==> src/sacr_defines.vh <==
// Constants for the converter conversion and serial readout control
`ifndef SACR_DEFINES_VH
`define SACR_DEFINES_VH
// ----------------------------------------
// Word layout
// ----------------------------------------
`define SACR_WORD_BITS 16
`define SACR_MSB 15
`define SACR_CNT_W 5
// ----------------------------------------
// Synchronised pin positions
// ----------------------------------------
`define SACR_PIN_COUNT 6
`define SACR_PIN_CS 0
`define SACR_PIN_RC 1
`define SACR_PIN_EXT 2
`define SACR_PIN_SCK 3
`define SACR_PIN_TAG 4
`define SACR_PIN_FMT 5
// ----------------------------------------
// Times in ns and derived counts at 8 ns
// ----------------------------------------
`define SACR_CLK_NS 8
`define SACR_CONV_NS 2200
`define SACR_CONV_CYC ((`SACR_CONV_NS) / (`SACR_CLK_NS))
`define SACR_SCK_DELAY_NS 270
`define SACR_SCK_DELAY_CYC (((`SACR_SCK_DELAY_NS) + (`SACR_CLK_NS) - 1) / (`SACR_CLK_NS))
`define SACR_SCK_PERIOD_NS 110
`define SACR_SCK_HALF_CYC ((`SACR_SCK_PERIOD_NS) / (2 * (`SACR_CLK_NS)))
`define SACR_DATA_AVAIL_NS 2000
`define SACR_DATA_AVAIL_CYC (((`SACR_DATA_AVAIL_NS) + (`SACR_CLK_NS) - 1) / (`SACR_CLK_NS))
`define SACR_TIMER_W 9
// ----------------------------------------
// Reset values
// ----------------------------------------
`define SACR_WORD_RST 16'h0000
`define SACR_TIMER_RST 9'h000
`define SACR_BITS_RST 5'h00
`endif

==> src/sacr_core.v <==
// Conversion start, busy, and serial readout control of a 16-bit converter
`timescale 1ns/1ps
`include "sacr_defines.vh"
// What this block does
// - With device select low, a falling read_convert edge holds the sample and starts a conversion.
// - In internal clock mode that start edge also begins sending the previous result.
// - In external mode a read edge (rc rise with select low, select fall with rc high) starts a readout and takes any armed sync.
// - Words come out straight binary with format_select high, two's complement when low.
// - A frame pulse comes only in external mode after a shift clock edge outside the read state.
// - In external mode the cascade input is passed to the data output behind the word.
// - Busy stays low at most 2.2 us per conversion.
// - In internal mode the shift clock starts about 270 ns after read_convert falls.
// - The internal shift clock has a period of 96 ns, 6 clocks high and 6 low.
// - The previous result is readable no earlier than 2 us after select and rc are both low.
// - Busy falls at conversion start and rises once the result sits in the output register.
// - In internal mode exactly 16 shift clock pulses follow each start, then the clock idles low.
// - In external mode the shift clock is an input and output follows the host clock.
// - In external mode after 16 bits the cascade level is output while select low and rc high.
module sacr_core (
   // Clock and reset
   input wire clk_i,
   input wire rst_i,
   // Control pins
   input wire device_select_n_i,
   input wire read_convert_i,
   input wire clock_source_select_i,
   input wire format_select_i,
   input wire cascade_input_i,
   // Conversion result from the converter core
   input wire [15:0] sample_code_i,
   // Shift clock pin, two-way
   input wire shift_clock_i,
   output reg shift_clock_o,
   output wire shift_clock_oe_o,
   // Status and serial outputs
   output reg busy_n_o,
   output reg frame_pulse_o,
   output reg serial_data_o,
   output wire data_ready_o
);
   // ----------------------------------------
   // Input synchronisers
   // ----------------------------------------
   // Every pin passes two flip-flops before any logic reads it
   wire [`SACR_PIN_COUNT-1:0] pin_raw;
   wire [`SACR_PIN_COUNT-1:0] pin_sync;
   assign pin_raw[`SACR_PIN_CS] = device_select_n_i;
   assign pin_raw[`SACR_PIN_RC] = read_convert_i;
   assign pin_raw[`SACR_PIN_EXT] = clock_source_select_i;
   assign pin_raw[`SACR_PIN_SCK] = shift_clock_i;
   assign pin_raw[`SACR_PIN_TAG] = cascade_input_i;
   assign pin_raw[`SACR_PIN_FMT] = format_select_i;
   genvar g;
   generate
      for (g = 0; g < `SACR_PIN_COUNT; g = g + 1) begin : g_sync
         reg stage_a;
         reg stage_b;
         always @(posedge clk_i) begin
            stage_a <= pin_raw[g];
            stage_b <= stage_a;
         end
         assign pin_sync[g] = stage_b;
      end
   endgenerate
   wire cs_n = pin_sync[`SACR_PIN_CS];
   wire rc = pin_sync[`SACR_PIN_RC];
   wire ext_mode = pin_sync[`SACR_PIN_EXT];
   wire sck = pin_sync[`SACR_PIN_SCK];
   wire tag = pin_sync[`SACR_PIN_TAG];
   wire fmt_straight = pin_sync[`SACR_PIN_FMT];
   // ----------------------------------------
   // Edge detection
   // ----------------------------------------
   // Previous levels start at the inactive level so that reset gives no false edge
   reg cs_d;
   reg rc_d;
   reg sck_d;
   always @(posedge clk_i) begin
      if (rst_i) begin
         cs_d <= 1'b1;
         rc_d <= 1'b1;
         sck_d <= 1'b0;
      end else begin
         cs_d <= cs_n;
         rc_d <= rc;
         sck_d <= sck;
      end
   end
   // Internally ORed select and read_convert
   wire ored = cs_n | rc;
   wire ored_d = cs_d | rc_d;
   wire conv_start = ored_d & ~ored;
   wire read_start = ext_mode & ~cs_n & rc & (~rc_d | cs_d);
   wire read_state = ext_mode & ~cs_n & rc;
   wire sck_rise = ext_mode & sck & ~sck_d;
   // ----------------------------------------
   // Format conversion
   // ----------------------------------------
   function [15:0] fmt_word;
      input [15:0] code;
      input straight;
      begin
         fmt_word = straight ? code : {~code[15], code[14:0]};
      end
   endfunction
   // ----------------------------------------
   // Readout helpers
   // ----------------------------------------
   function [15:0] shift_word;
      input [15:0] word;
      input fill;
      begin
         shift_word = {word[`SACR_MSB-1:0], fill};
      end
   endfunction
   function is_last_bit;
      input [`SACR_CNT_W-1:0] count;
      begin
         is_last_bit = (count == `SACR_WORD_BITS - 1);
      end
   endfunction
   // ----------------------------------------
   // Conversion timer and busy
   // ----------------------------------------
   reg [`SACR_TIMER_W-1:0] conv_cnt;
   reg [`SACR_TIMER_W-1:0] avail_cnt;
   reg [15:0] result;
   reg next_busy_n;
   reg [`SACR_TIMER_W-1:0] next_conv_cnt;
   reg [15:0] next_result;
   wire conv_done = (conv_cnt == `SACR_CONV_CYC - 1);
   always @* begin
      next_busy_n = busy_n_o;
      next_conv_cnt = conv_cnt;
      next_result = result;
      if (conv_start && busy_n_o) begin
         next_busy_n = 1'b0;
         next_conv_cnt = `SACR_TIMER_RST;
      end else if (!busy_n_o) begin
         if (conv_done) begin
            next_busy_n = 1'b1;
            next_result = fmt_word(sample_code_i, fmt_straight);
         end else begin
            next_conv_cnt = conv_cnt + 9'h001;
         end
      end
   end
   always @(posedge clk_i) begin
      if (rst_i) begin
         busy_n_o <= 1'b1;
         conv_cnt <= `SACR_TIMER_RST;
         result <= `SACR_WORD_RST;
      end else begin
         busy_n_o <= next_busy_n;
         conv_cnt <= next_conv_cnt;
         result <= next_result;
      end
   end
   // ----------------------------------------
   // Previous-data availability
   // ----------------------------------------
   reg [`SACR_TIMER_W-1:0] next_avail_cnt;
   always @* begin
      next_avail_cnt = avail_cnt;
      if (ored) begin
         next_avail_cnt = `SACR_TIMER_RST;
      end else if (avail_cnt != `SACR_DATA_AVAIL_CYC) begin
         next_avail_cnt = avail_cnt + 9'h001;
      end
   end
   always @(posedge clk_i) begin
      if (rst_i) begin
         avail_cnt <= `SACR_TIMER_RST;
      end else begin
         avail_cnt <= next_avail_cnt;
      end
   end
   assign data_ready_o = ~ored & (avail_cnt == `SACR_DATA_AVAIL_CYC);
   // ----------------------------------------
   // Serial readout
   // ----------------------------------------
   localparam ST_IDLE = 3'h0;
   localparam ST_WAIT = 3'h1;
   localparam ST_INT = 3'h2;
   localparam ST_EXT = 3'h3;
   localparam ST_TAG = 3'h4;
   reg [2:0] state;
   reg [15:0] shreg;
   reg [`SACR_CNT_W-1:0] bit_cnt;
   reg [`SACR_TIMER_W-1:0] tmr;
   reg tag_held;
   reg armed;
   reg sync_pend;
   assign shift_clock_oe_o = ~ext_mode;
   // ----------------------------------------
   // Timer end points
   // ----------------------------------------
   wire delay_done = (tmr == `SACR_SCK_DELAY_CYC - 1);
   wire half_done = (tmr == `SACR_SCK_HALF_CYC - 1);
   // ----------------------------------------
   // Sync arming
   // ----------------------------------------
   // A host clock edge outside the read state arms one pulse; the read that takes it disarms
   always @(posedge clk_i) begin
      if (rst_i) begin
         armed <= 1'b0;
      end else if (sck_rise && !read_state) begin
         armed <= 1'b1;
      end else if (read_start && state == ST_IDLE) begin
         armed <= 1'b0;
      end
   end
   always @(posedge clk_i) begin
      if (rst_i) begin
         state <= ST_IDLE;
         shreg <= `SACR_WORD_RST;
         bit_cnt <= `SACR_BITS_RST;
         tmr <= `SACR_TIMER_RST;
         tag_held <= 1'b0;
         sync_pend <= 1'b0;
         shift_clock_o <= 1'b0;
         frame_pulse_o <= 1'b0;
         serial_data_o <= 1'b0;
      end else begin
         frame_pulse_o <= 1'b0;
         case (state)
            ST_IDLE: begin
               shift_clock_o <= 1'b0;
               serial_data_o <= tag_held;
               if (!ext_mode && conv_start) begin
                  shreg <= result;
                  tag_held <= tag;
                  tmr <= 9'h000;
                  state <= ST_WAIT;
               end else if (read_start) begin
                  shreg <= result;
                  bit_cnt <= 5'h00;
                  sync_pend <= armed;
                  state <= ST_EXT;
               end
            end
            ST_WAIT: begin
               if (delay_done) begin
                  tmr <= 9'h000;
                  bit_cnt <= 5'h00;
                  serial_data_o <= shreg[`SACR_MSB];
                  state <= ST_INT;
               end else begin
                  tmr <= tmr + 9'h001;
               end
            end
            ST_INT: begin
               if (half_done) begin
                  tmr <= 9'h000;
                  shift_clock_o <= ~shift_clock_o;
                  if (shift_clock_o) begin
                     shreg <= shift_word(shreg, 1'b0);
                     if (is_last_bit(bit_cnt)) begin
                        serial_data_o <= tag_held;
                        state <= ST_IDLE;
                     end else begin
                        bit_cnt <= bit_cnt + 5'h01;
                        serial_data_o <= shreg[14];
                     end
                  end
               end else begin
                  tmr <= tmr + 9'h001;
               end
            end
            ST_EXT: begin
               if (!read_state) begin
                  state <= ST_IDLE;
               end else if (sck_rise) begin
                  if (sync_pend) begin
                     frame_pulse_o <= 1'b1;
                     sync_pend <= 1'b0;
                  end else begin
                     serial_data_o <= shreg[`SACR_MSB];
                     shreg <= shift_word(shreg, tag);
                     if (is_last_bit(bit_cnt)) begin
                        state <= ST_TAG;
                     end else begin
                        bit_cnt <= bit_cnt + 5'h01;
                     end
                  end
               end
            end
            ST_TAG: begin
               if (!read_state) begin
                  state <= ST_IDLE;
               end else if (sck_rise) begin
                  serial_data_o <= shreg[`SACR_MSB];
                  shreg <= shift_word(shreg, tag);
               end
            end
            default: begin
               state <= ST_IDLE;
            end
         endcase
      end
   end
endmodule

==> config.mk <==
export PLATFORM = sky130hd
export DESIGN_NAME = sacr_core
export DESIGN_NICKNAME = d
export VERILOG_FILES = /design/src/sacr_core.v
export VERILOG_INCLUDE_DIRS = /design/src
export SDC_FILE = /design/constraint.sdc
export NUM_CORES = 1
export LEC_CHECK = 0
export ABC_AREA = 1
export BUFFER_PORTS_ARGS = -buffer_cell sky130_fd_sc_hd__clkbuf_2
export CAP_MARGIN = 20
export CORE_MARGIN = 4
export CORE_UTILIZATION = 27
export CTS_BUF_LIST = sky130_fd_sc_hd__clkbuf_4 sky130_fd_sc_hd__clkbuf_8
export DETAILED_ROUTE_END_ITERATION = 16
export SLEW_MARGIN = 20
export SYNTH_ARGS = -nofsm -noshare
export SYNTH_HDL_FRONTEND = slang
export SYNTH_SLANG_ARGS = --single-unit
==> constraint.sdc <==
create_clock -name clk_i -period 4.15 [get_ports clk_i]
set_input_delay 0.83 -clock clk_i [delete_from_list [all_inputs] [get_ports clk_i]]
set_output_delay 0.83 -clock clk_i [all_outputs]
set_load 0.02 [all_outputs]
==> flow_metrics.py, run 1 <==
metrics = {
    "routing": {
        "vias_per_cell": 4.303,
        "routedWlPerCell_um": 10.28,
        "drtIter0Drc": 143,
        "vias": 3580,
        "drt-total-wl_um": 8549,
        "first_pass_iters": 4,
        "drtAntennaViolNets": 0,
        "drc": 0,
    },
    "die": {
        "die_h_um": 133.1,
        "row_count": 45,
        "start_util": 0.2768,
        "core_um2": 15260,
        "io_pins": 30,
        "dieArea_um2": 17710,
        "die_w_um": 133.1,
    },
    "worst_setup_path": {
        "r2r_start": "conv_cnt[0]$_SDFFE_PP0P_",
        "critPathMaxFanout": 7,
        "cp_top_family": "simple AND/OR/NAND/NOR gates",
        "critPathSlowestCell": "dfxtp_1",
        "critPathMaxStageDelay_ns": 0.37,
        "worstPathArrival_ns": 1.68,
        "startpoint_type": "flop",
        "cp-endpoint": "data_ready_o",
        "critPathRequiredTime_ns": 3.32,
        "cp_num_buf_inv": 3,
        "cp-end-kind": "output port",
        "cp.depth": 7,
        "rr_endpoint": "result[11]$_SDFFE_PP0P_",
        "path_class": "reg -> out",
        "rrSetupSlack_ns": 1.93,
        "crit_top_cell": "inv_1",
        "reg2reg_depth": 7,
        "cp_cell_sequence": "nand2_1, inv_1, nand3_1, inv_1, nand4_1, nor2_1, clkbuf_2",
        "startpoint": "avail_cnt[5]$_SDFFE_PP0P_",
    },
    "clock_tree": {
        "clock_latency_ns": 0.36,
        "numCtsBuffers": 9,
        "tritoncts": "yes",
        "htreeDepth": 3,
        "postCtsSetupBuffers": 0,
        "hold_buffers": 0,
        "clock_path_buffers": 2,
        "cts.repair.resized": 0,
        "clkSinkCount": 89,
        "cts_root_buffer": "clkbuf_8",
        "cts.reportedPaths.clkPinSlew_ns": 0.09,
    },
    "layout": {
        "fin_nets": 649,
        "final_cell_mix": "nand2_1, dfxtp_1, nor2_1",
        "fillCellCount": 1658,
        "final_cells": 832,
        "num_antenna_cells": 0,
        "mostFrequentLayoutCell": "nand2_1",
        "design_area_um2": 4761,
        "fin_util": 0.3120,
        "drive_above_1_share": 0.1208,
        "areaGrowthSynthToFinish_pct": 12.71,
    },
    "sta": {
        "timing.final.max_slew_violations": 0,
        "max_slew_margin": 0.3302,
        "fin_crit_sh": 0.6055,
        "setup_slack_ns": 1.637,
        "period_needed_ns": 2.513,
        "fmax_mhz": 398.0,
        "fin_tns_setup_ns": 0,
        "setup_viol": 0,
        "whs_ns": 0.3302,
        "hold_viol": 0,
        "grt_setup_unrepaired": "false",
        "skew_ns": 0.009663,
        "worst-slew-pin-transition_ns": 1.002,
    },
    "power_and_ir_drop": {
        "switching_share": 0.3604,
        "power.total_mw": 2.470,
        "switching_power_mw": 0.8904,
        "p_int_mw": 1.580,
        "pwr-share-comb": 0.314,
        "ir_worst_vdd_uv": 197.4,
        "power_density_nw_per_um2": 518.9,
        "pwr-share-seq": 0.409,
        "pwr-share-clk": 0.277,
        "p_leak_nw": 1.939,
    },
    "grt": {
        "overflow": 0,
        "grt_first_pass_wirelength_um": 15080,
        "antenna_found_initial": 0,
        "grt_pass1_vias": 3345,
        "grt_max_degree": 40,
        "grt_use_total": 0.1011,
    },
    "placed_design": {
        "placedCellCount": 816,
        "gp_congestion": 0.8337,
        "dp_hpwl_um": 6046,
        "pre_cts_ws_ns": 1.902,
        "io_buffers": 29,
        "place_area_um2": 4527,
    },
    "synth": {
        "netlist-cell-type-count": 35,
        "ys_seq_area_frac": 0.4218,
        "ys.warnings.count": 0,
        "syn_area_per_cell_um2": 7.111,
        "synth-seq-cells": 89,
        "synth_cells": 594,
        "syn_nets": 627,
        "syn-cell-area_um2": 4224,
    },
    "job": {
        "cap_violations": 0,
    },
    "outcome": {
        "status": "finished clean",
    },
    "hold_path": {
        "min_path_type": "reg -> reg",
    },
}
-- metal layers --
layer,track usage,wire [um]
met1,0.1384,4552
met2,0.1501,3636
met3,0.02662,216
met4,0.04273,144
met5,0,0
-- cell families (layout without fill, tap and decap cells) --
family,after synthesis,count (layout),share of synthesized area
adder cells (fa/ha/maj),9,9,0.02666
flip-flops,89,89,0.4218
AND/OR/NAND/NOR,283,283,0.3033
AO/OA/AOI/OAI,113,113,0.1386
buffers and inverters,91,118,0.09094
XOR/XNOR,9,9,0.01866
-- power groups by stage --
stage / Combinational (mW) / Clock, mW / Sequential [mW]
after CTS: 0.777 / 0.711 / 1.01
after detailed placement: 0.776 / 0 / 1.03
after global placement: 0.773 / 0 / 1.03
after floorplan: 0.680 / 0 / 1.02
final: 0.775 / 0.685 / 1.01
after global routing: 0.905 / 0.745 / 1.02
-- flip-flops by register name, summed over array words and instances (netlist names) --
signal and cells:
sync_pend 1, tmr 9, sck_d 1, frame_pulse_o 1
rc_d 1, g_sync.stage_a 6, busy_n_o 1, armed 1
cs_n 1, conv_cnt 9, state 3, tag_held 1
fmt_straight 1, result 16, shift_clock_o 1, bit_cnt 5
ext_mode 1, avail_cnt 9, serial_data_o 1, shreg 16
g_sync.stage_b 3, cs_d 1
-- final cells by class --
class                      instances  area [um^2]  area share
sequential                        89         1782      0.3742
tap                              211        264.0     0.05545
timing repair buffer              30        152.6     0.03206
multi-input combinational        414         2058      0.4323
clock buffer                      12        158.9     0.03338
inverter                          72        270.3     0.05677
clock inverter                     4        75.07     0.01577
-- worst min-delay path by stage --
stage | from | endpoint | slack, ns | cells after the start
6_report | g_sync[5].stage_a$_DFF_P_ | fmt_straight$_DFF_P_ | 0.33 | 0
5_1_grt | g_sync[5].stage_a$_DFF_P_ | fmt_straight$_DFF_P_ | 0.34 | 0
4_1_cts | g_sync[5].stage_a$_DFF_P_ | fmt_straight$_DFF_P_ | 0.33 | 0
3_5_place_dp | g_sync[5].stage_a$_DFF_P_ | fmt_straight$_DFF_P_ | 0.31 | 0
3_3_place_gp | g_sync[5].stage_a$_DFF_P_ | fmt_straight$_DFF_P_ | 0.31 | 0
2_1_floorplan | g_sync[0].stage_a$_DFF_P_ | cs_n$_DFF_P_ | 0.31 | 0
-- synth_stat cells --
cell type,number,area share
clkinv_1,1,0.00089
nand3_2,1,0.0024
buf_2,7,0.0083
nor3_4,1,0.0039
buf_6,4,0.011
dfxtp_1,89,0.42
nand3b_1,16,0.028
inv_1,63,0.056
a31oi_1,1,0.0015
clkbuf_1,7,0.0062
ha_1,9,0.027
nor2_1,77,0.068
inv_2,8,0.0071
a21o_1,1,0.0018
buf_4,1,0.0018
nor2_4,3,0.0080
o21ai_1,3,0.0036
o211ai_1,1,0.0018
or2_2,4,0.0059
nand2_4,2,0.0053
nand2_1,128,0.11
nor3_1,9,0.011
nor2_2,2,0.0030
or2_0,2,0.0030
xor2_1,6,0.012
nor3b_2,1,0.0030
nand2_2,6,0.0089
o21ai_0,45,0.053
a211oi_1,4,0.0071
nor3b_1,1,0.0018
a21oi_1,57,0.068
o21ai_2,1,0.0021
nand3_1,25,0.030
nand4_1,5,0.0074
xnor2_1,3,0.0062
-- worst register-to-register path, cell delays in order (launching register included) --
cell and delay [ns]:
dfxtp_1 0.34, inv_1 0.08, ha_1 0.14, nand2_1 0.05
nor3_1 0.18, nand3_1 0.73, o21ai_0 0.49, a21oi_1 0.07
Power figures use the tool's default switching activity.
==> run 2, diff against run 1 <==
==> constraint.sdc (replaced) <==
create_clock -name clk_i -period 2.2 [get_ports clk_i]
set_input_delay 0.44 -clock clk_i [delete_from_list [all_inputs] [get_ports clk_i]]
set_output_delay 0.44 -clock clk_i [all_outputs]
set_load 0.02 [all_outputs]
==> run 2 against run 1 <==
- cell area hardly changed
- flip-flop and latch count stayed put
- critical path type is now reg -> reg
- sequential share of layout area hardly changed
- via count is 2.1% higher
- cell count is 0.60% higher
- register-to-register slack worse by 1.7 ns
- critical path depth is 4 higher
- clock power is 59% higher
- worst hold slack worse by 0.17 ns
- non-clock buffer count is 7 higher
==> flow_metrics.py, run 2 (synthesized netlist as in run 1, its figures left out) <==
metrics = {
    "power_and_ir_drop": {
        "pwr-share-clk": 0.243,
        "ir_worst_vdd_uv": 372.5,
        "switching_power_mw": 1.684,
        "power_density_nw_per_um2": 941.9,
        "p_int_mw": 2.801,
        "pwr-share-seq": 0.427,
        "switching_share": 0.3755,
        "pwr-share-comb": 0.331,
        "p_leak_nw": 1.946,
    },
    "clock_tree": {
        "cts.repair.resized": 0,
        "cts.reportedPaths.clkPinSlew_ns": 0.09,
        "hold_buffers": 0,
        "numCtsBuffers": 9,
        "cts_root_buffer": "clkbuf_8",
        "clock_latency_ns": 0.37,
        "tritoncts": "yes",
        "clkSinkCount": 89,
        "htreeDepth": 3,
        "postCtsSetupBuffers": 0,
        "clock_path_buffers": 2,
    },
    "layout": {
        "final_cells": 837,
        "final_cell_mix": "nand2_1, dfxtp_1, nor2_1",
        "drive_above_1_share": 0.1278,
        "reg.largest.list": "result: 16 flops, shreg: 16 flops",
        "mostFrequentLayoutCell": "nand2_1",
        "fin_nets": 656,
        "fin_util": 0.3121,
        "fillCellCount": 1682,
        "areaGrowthSynthToFinish_pct": 12.74,
        "num_antenna_cells": 0,
    },
    "placed_design": {
        "placedCellCount": 823,
        "dp_hpwl_um": 6209,
        "gp_congestion": 0.8481,
        "io_buffers": 29,
    },
    "sta": {
        "max_slew_margin": 0.6501,
        "worst-slew-pin-transition_ns": 0.5241,
        "grt_setup_unrepaired": "false",
        "period_needed_ns": 1.929,
        "hold_viol": 0,
        "setup_viol": 0,
        "fin_tns_setup_ns": 0,
        "timing.final.max_slew_violations": 0,
        "fin_crit_sh": 0.8768,
        "skew_ns": 0.01255,
        "fmax_mhz": 518.4,
    },
    "hold_path": {
        "hold_start": "format_select_i",
        "min_path_type": "in -> reg",
        "min_path_cells": 1,
    },
    "grt": {
        "met1_usage": 0.1389,
        "top_usage_layer": "met2",
        "antenna_found_initial": 0,
        "overflow": 0,
        "grt_use_total": 0.1068,
        "use_met2": 0.1653,
        "grt_first_pass_wirelength_um": 15490,
        "grt_pass1_vias": 3382,
        "grt_max_degree": 39,
        "grt_use_met3": 0.03080,
    },
    "die": {
        "row_count": 45,
        "core_um2": 15260,
        "dieArea_um2": 17710,
        "io_pins": 30,
        "start_util": 0.2768,
        "die_w_um": 133.1,
        "die_h_um": 133.1,
    },
    "worst_setup_path": {
        "startpoint": "state[2]$_SDFFE_PP0P_",
        "path_class": "reg -> reg",
        "worstPathArrival_ns": 2.19,
        "reg2reg_depth": 11,
        "startpoint_type": "flop",
        "cp-end-kind": "flop",
        "critPathRequiredTime_ns": 2.46,
        "critPathMaxFanout": 32,
        "r2r_start": "state[2]$_SDFFE_PP0P_",
    },
    "job": {
        "cap_violations": 0,
    },
    "routing": {
        "drtIter0Drc": 192,
        "first_pass_iters": 5,
        "drt-total-wl_um": 8878,
        "routedWlPerCell_um": 10.61,
        "vias": 3656,
        "drc": 0,
        "vias_per_cell": 4.368,
        "drtAntennaViolNets": 0,
    },
    "outcome": {
        "status": "finished clean",
    },
}
run 2: changes by cell type in the layout (fill, tap and decap cells not counted):
cell       previous run  this run
clkinv_2              0         1
buf_4                 1         8
clkbuf_8             11         9
clkbuf_4              1         0
bufinv_16             2         1
clkinv_4              0         1
run 2: final timing paths:
kind / to / slack, ns
setup / recovery: shreg[12]$_SDFFE_PP0P_ / 0.27
hold / removal: g_sync[5].stage_a$_DFF_P_ / 0.16
setup reg to reg: shreg[12]$_SDFFE_PP0P_ / 0.27
hold reg to reg: g_sync[3].stage_b$_DFF_P_ / 0.33
run 2: power groups by stage:
stage | logic (mW) | registers (mW) | clock network, mW
floorplan | 1.28 | 1.93 | 0
global placement | 1.48 | 1.94 | 0
detailed placement | 1.48 | 1.95 | 0
CTS | 1.49 | 1.91 | 1.14
global route | 1.74 | 1.94 | 1.19
finish | 1.48 | 1.91 | 1.09
run 2: through the flow:
step	total power [mW]	cell area, um^2	hold WS [ns]	worst slack [ns]
5_1_grt	4.870	4762	0.1340	0.03280
3_5_place_dp	3.431	4579	0.3132	0.2934
4_1_cts	4.542	4762	0.1317	0.2324
6_report	4.485	4762	0.1645	0.2711
2_1_floorplan	3.215	4224	0.3096	0.6278
3_3_place_gp	3.427	4579	0.3113	0.2633
run 2: critical path, stage by stage (launching register included):
cell and delay [ns]:
dfxtp_1 0.53, inv_2 0.14, nand2_2 0.17, inv_2 0.08, nand2_4 0.10, inv_2 0.05
nand2_2 0.07, nand2_2 0.05, inv_2 0.39, nand3b_1 0.13, nand2_1 0.08, nor2_1 0.04
run 2: area by class of cell:
class                      instances  area, um^2  area share
multi-input combinational        414        2058      0.4322
sequential                        89        1782      0.3741
inverter                          72       270.3     0.05675
tap                              211       264.0     0.05544
timing repair buffer              37       205.2     0.04309
clock buffer                       9       123.9     0.02601
clock inverter                     5       58.81     0.01235
run 2: layer usage:
metal	wire length, um	vias up	share of wire
met1	4501	1642	0.51
met3	298	6	0.034
met4	150	0	0.017
li1	-	1957	-
met2	3927	51	0.44
met5	0	-	0
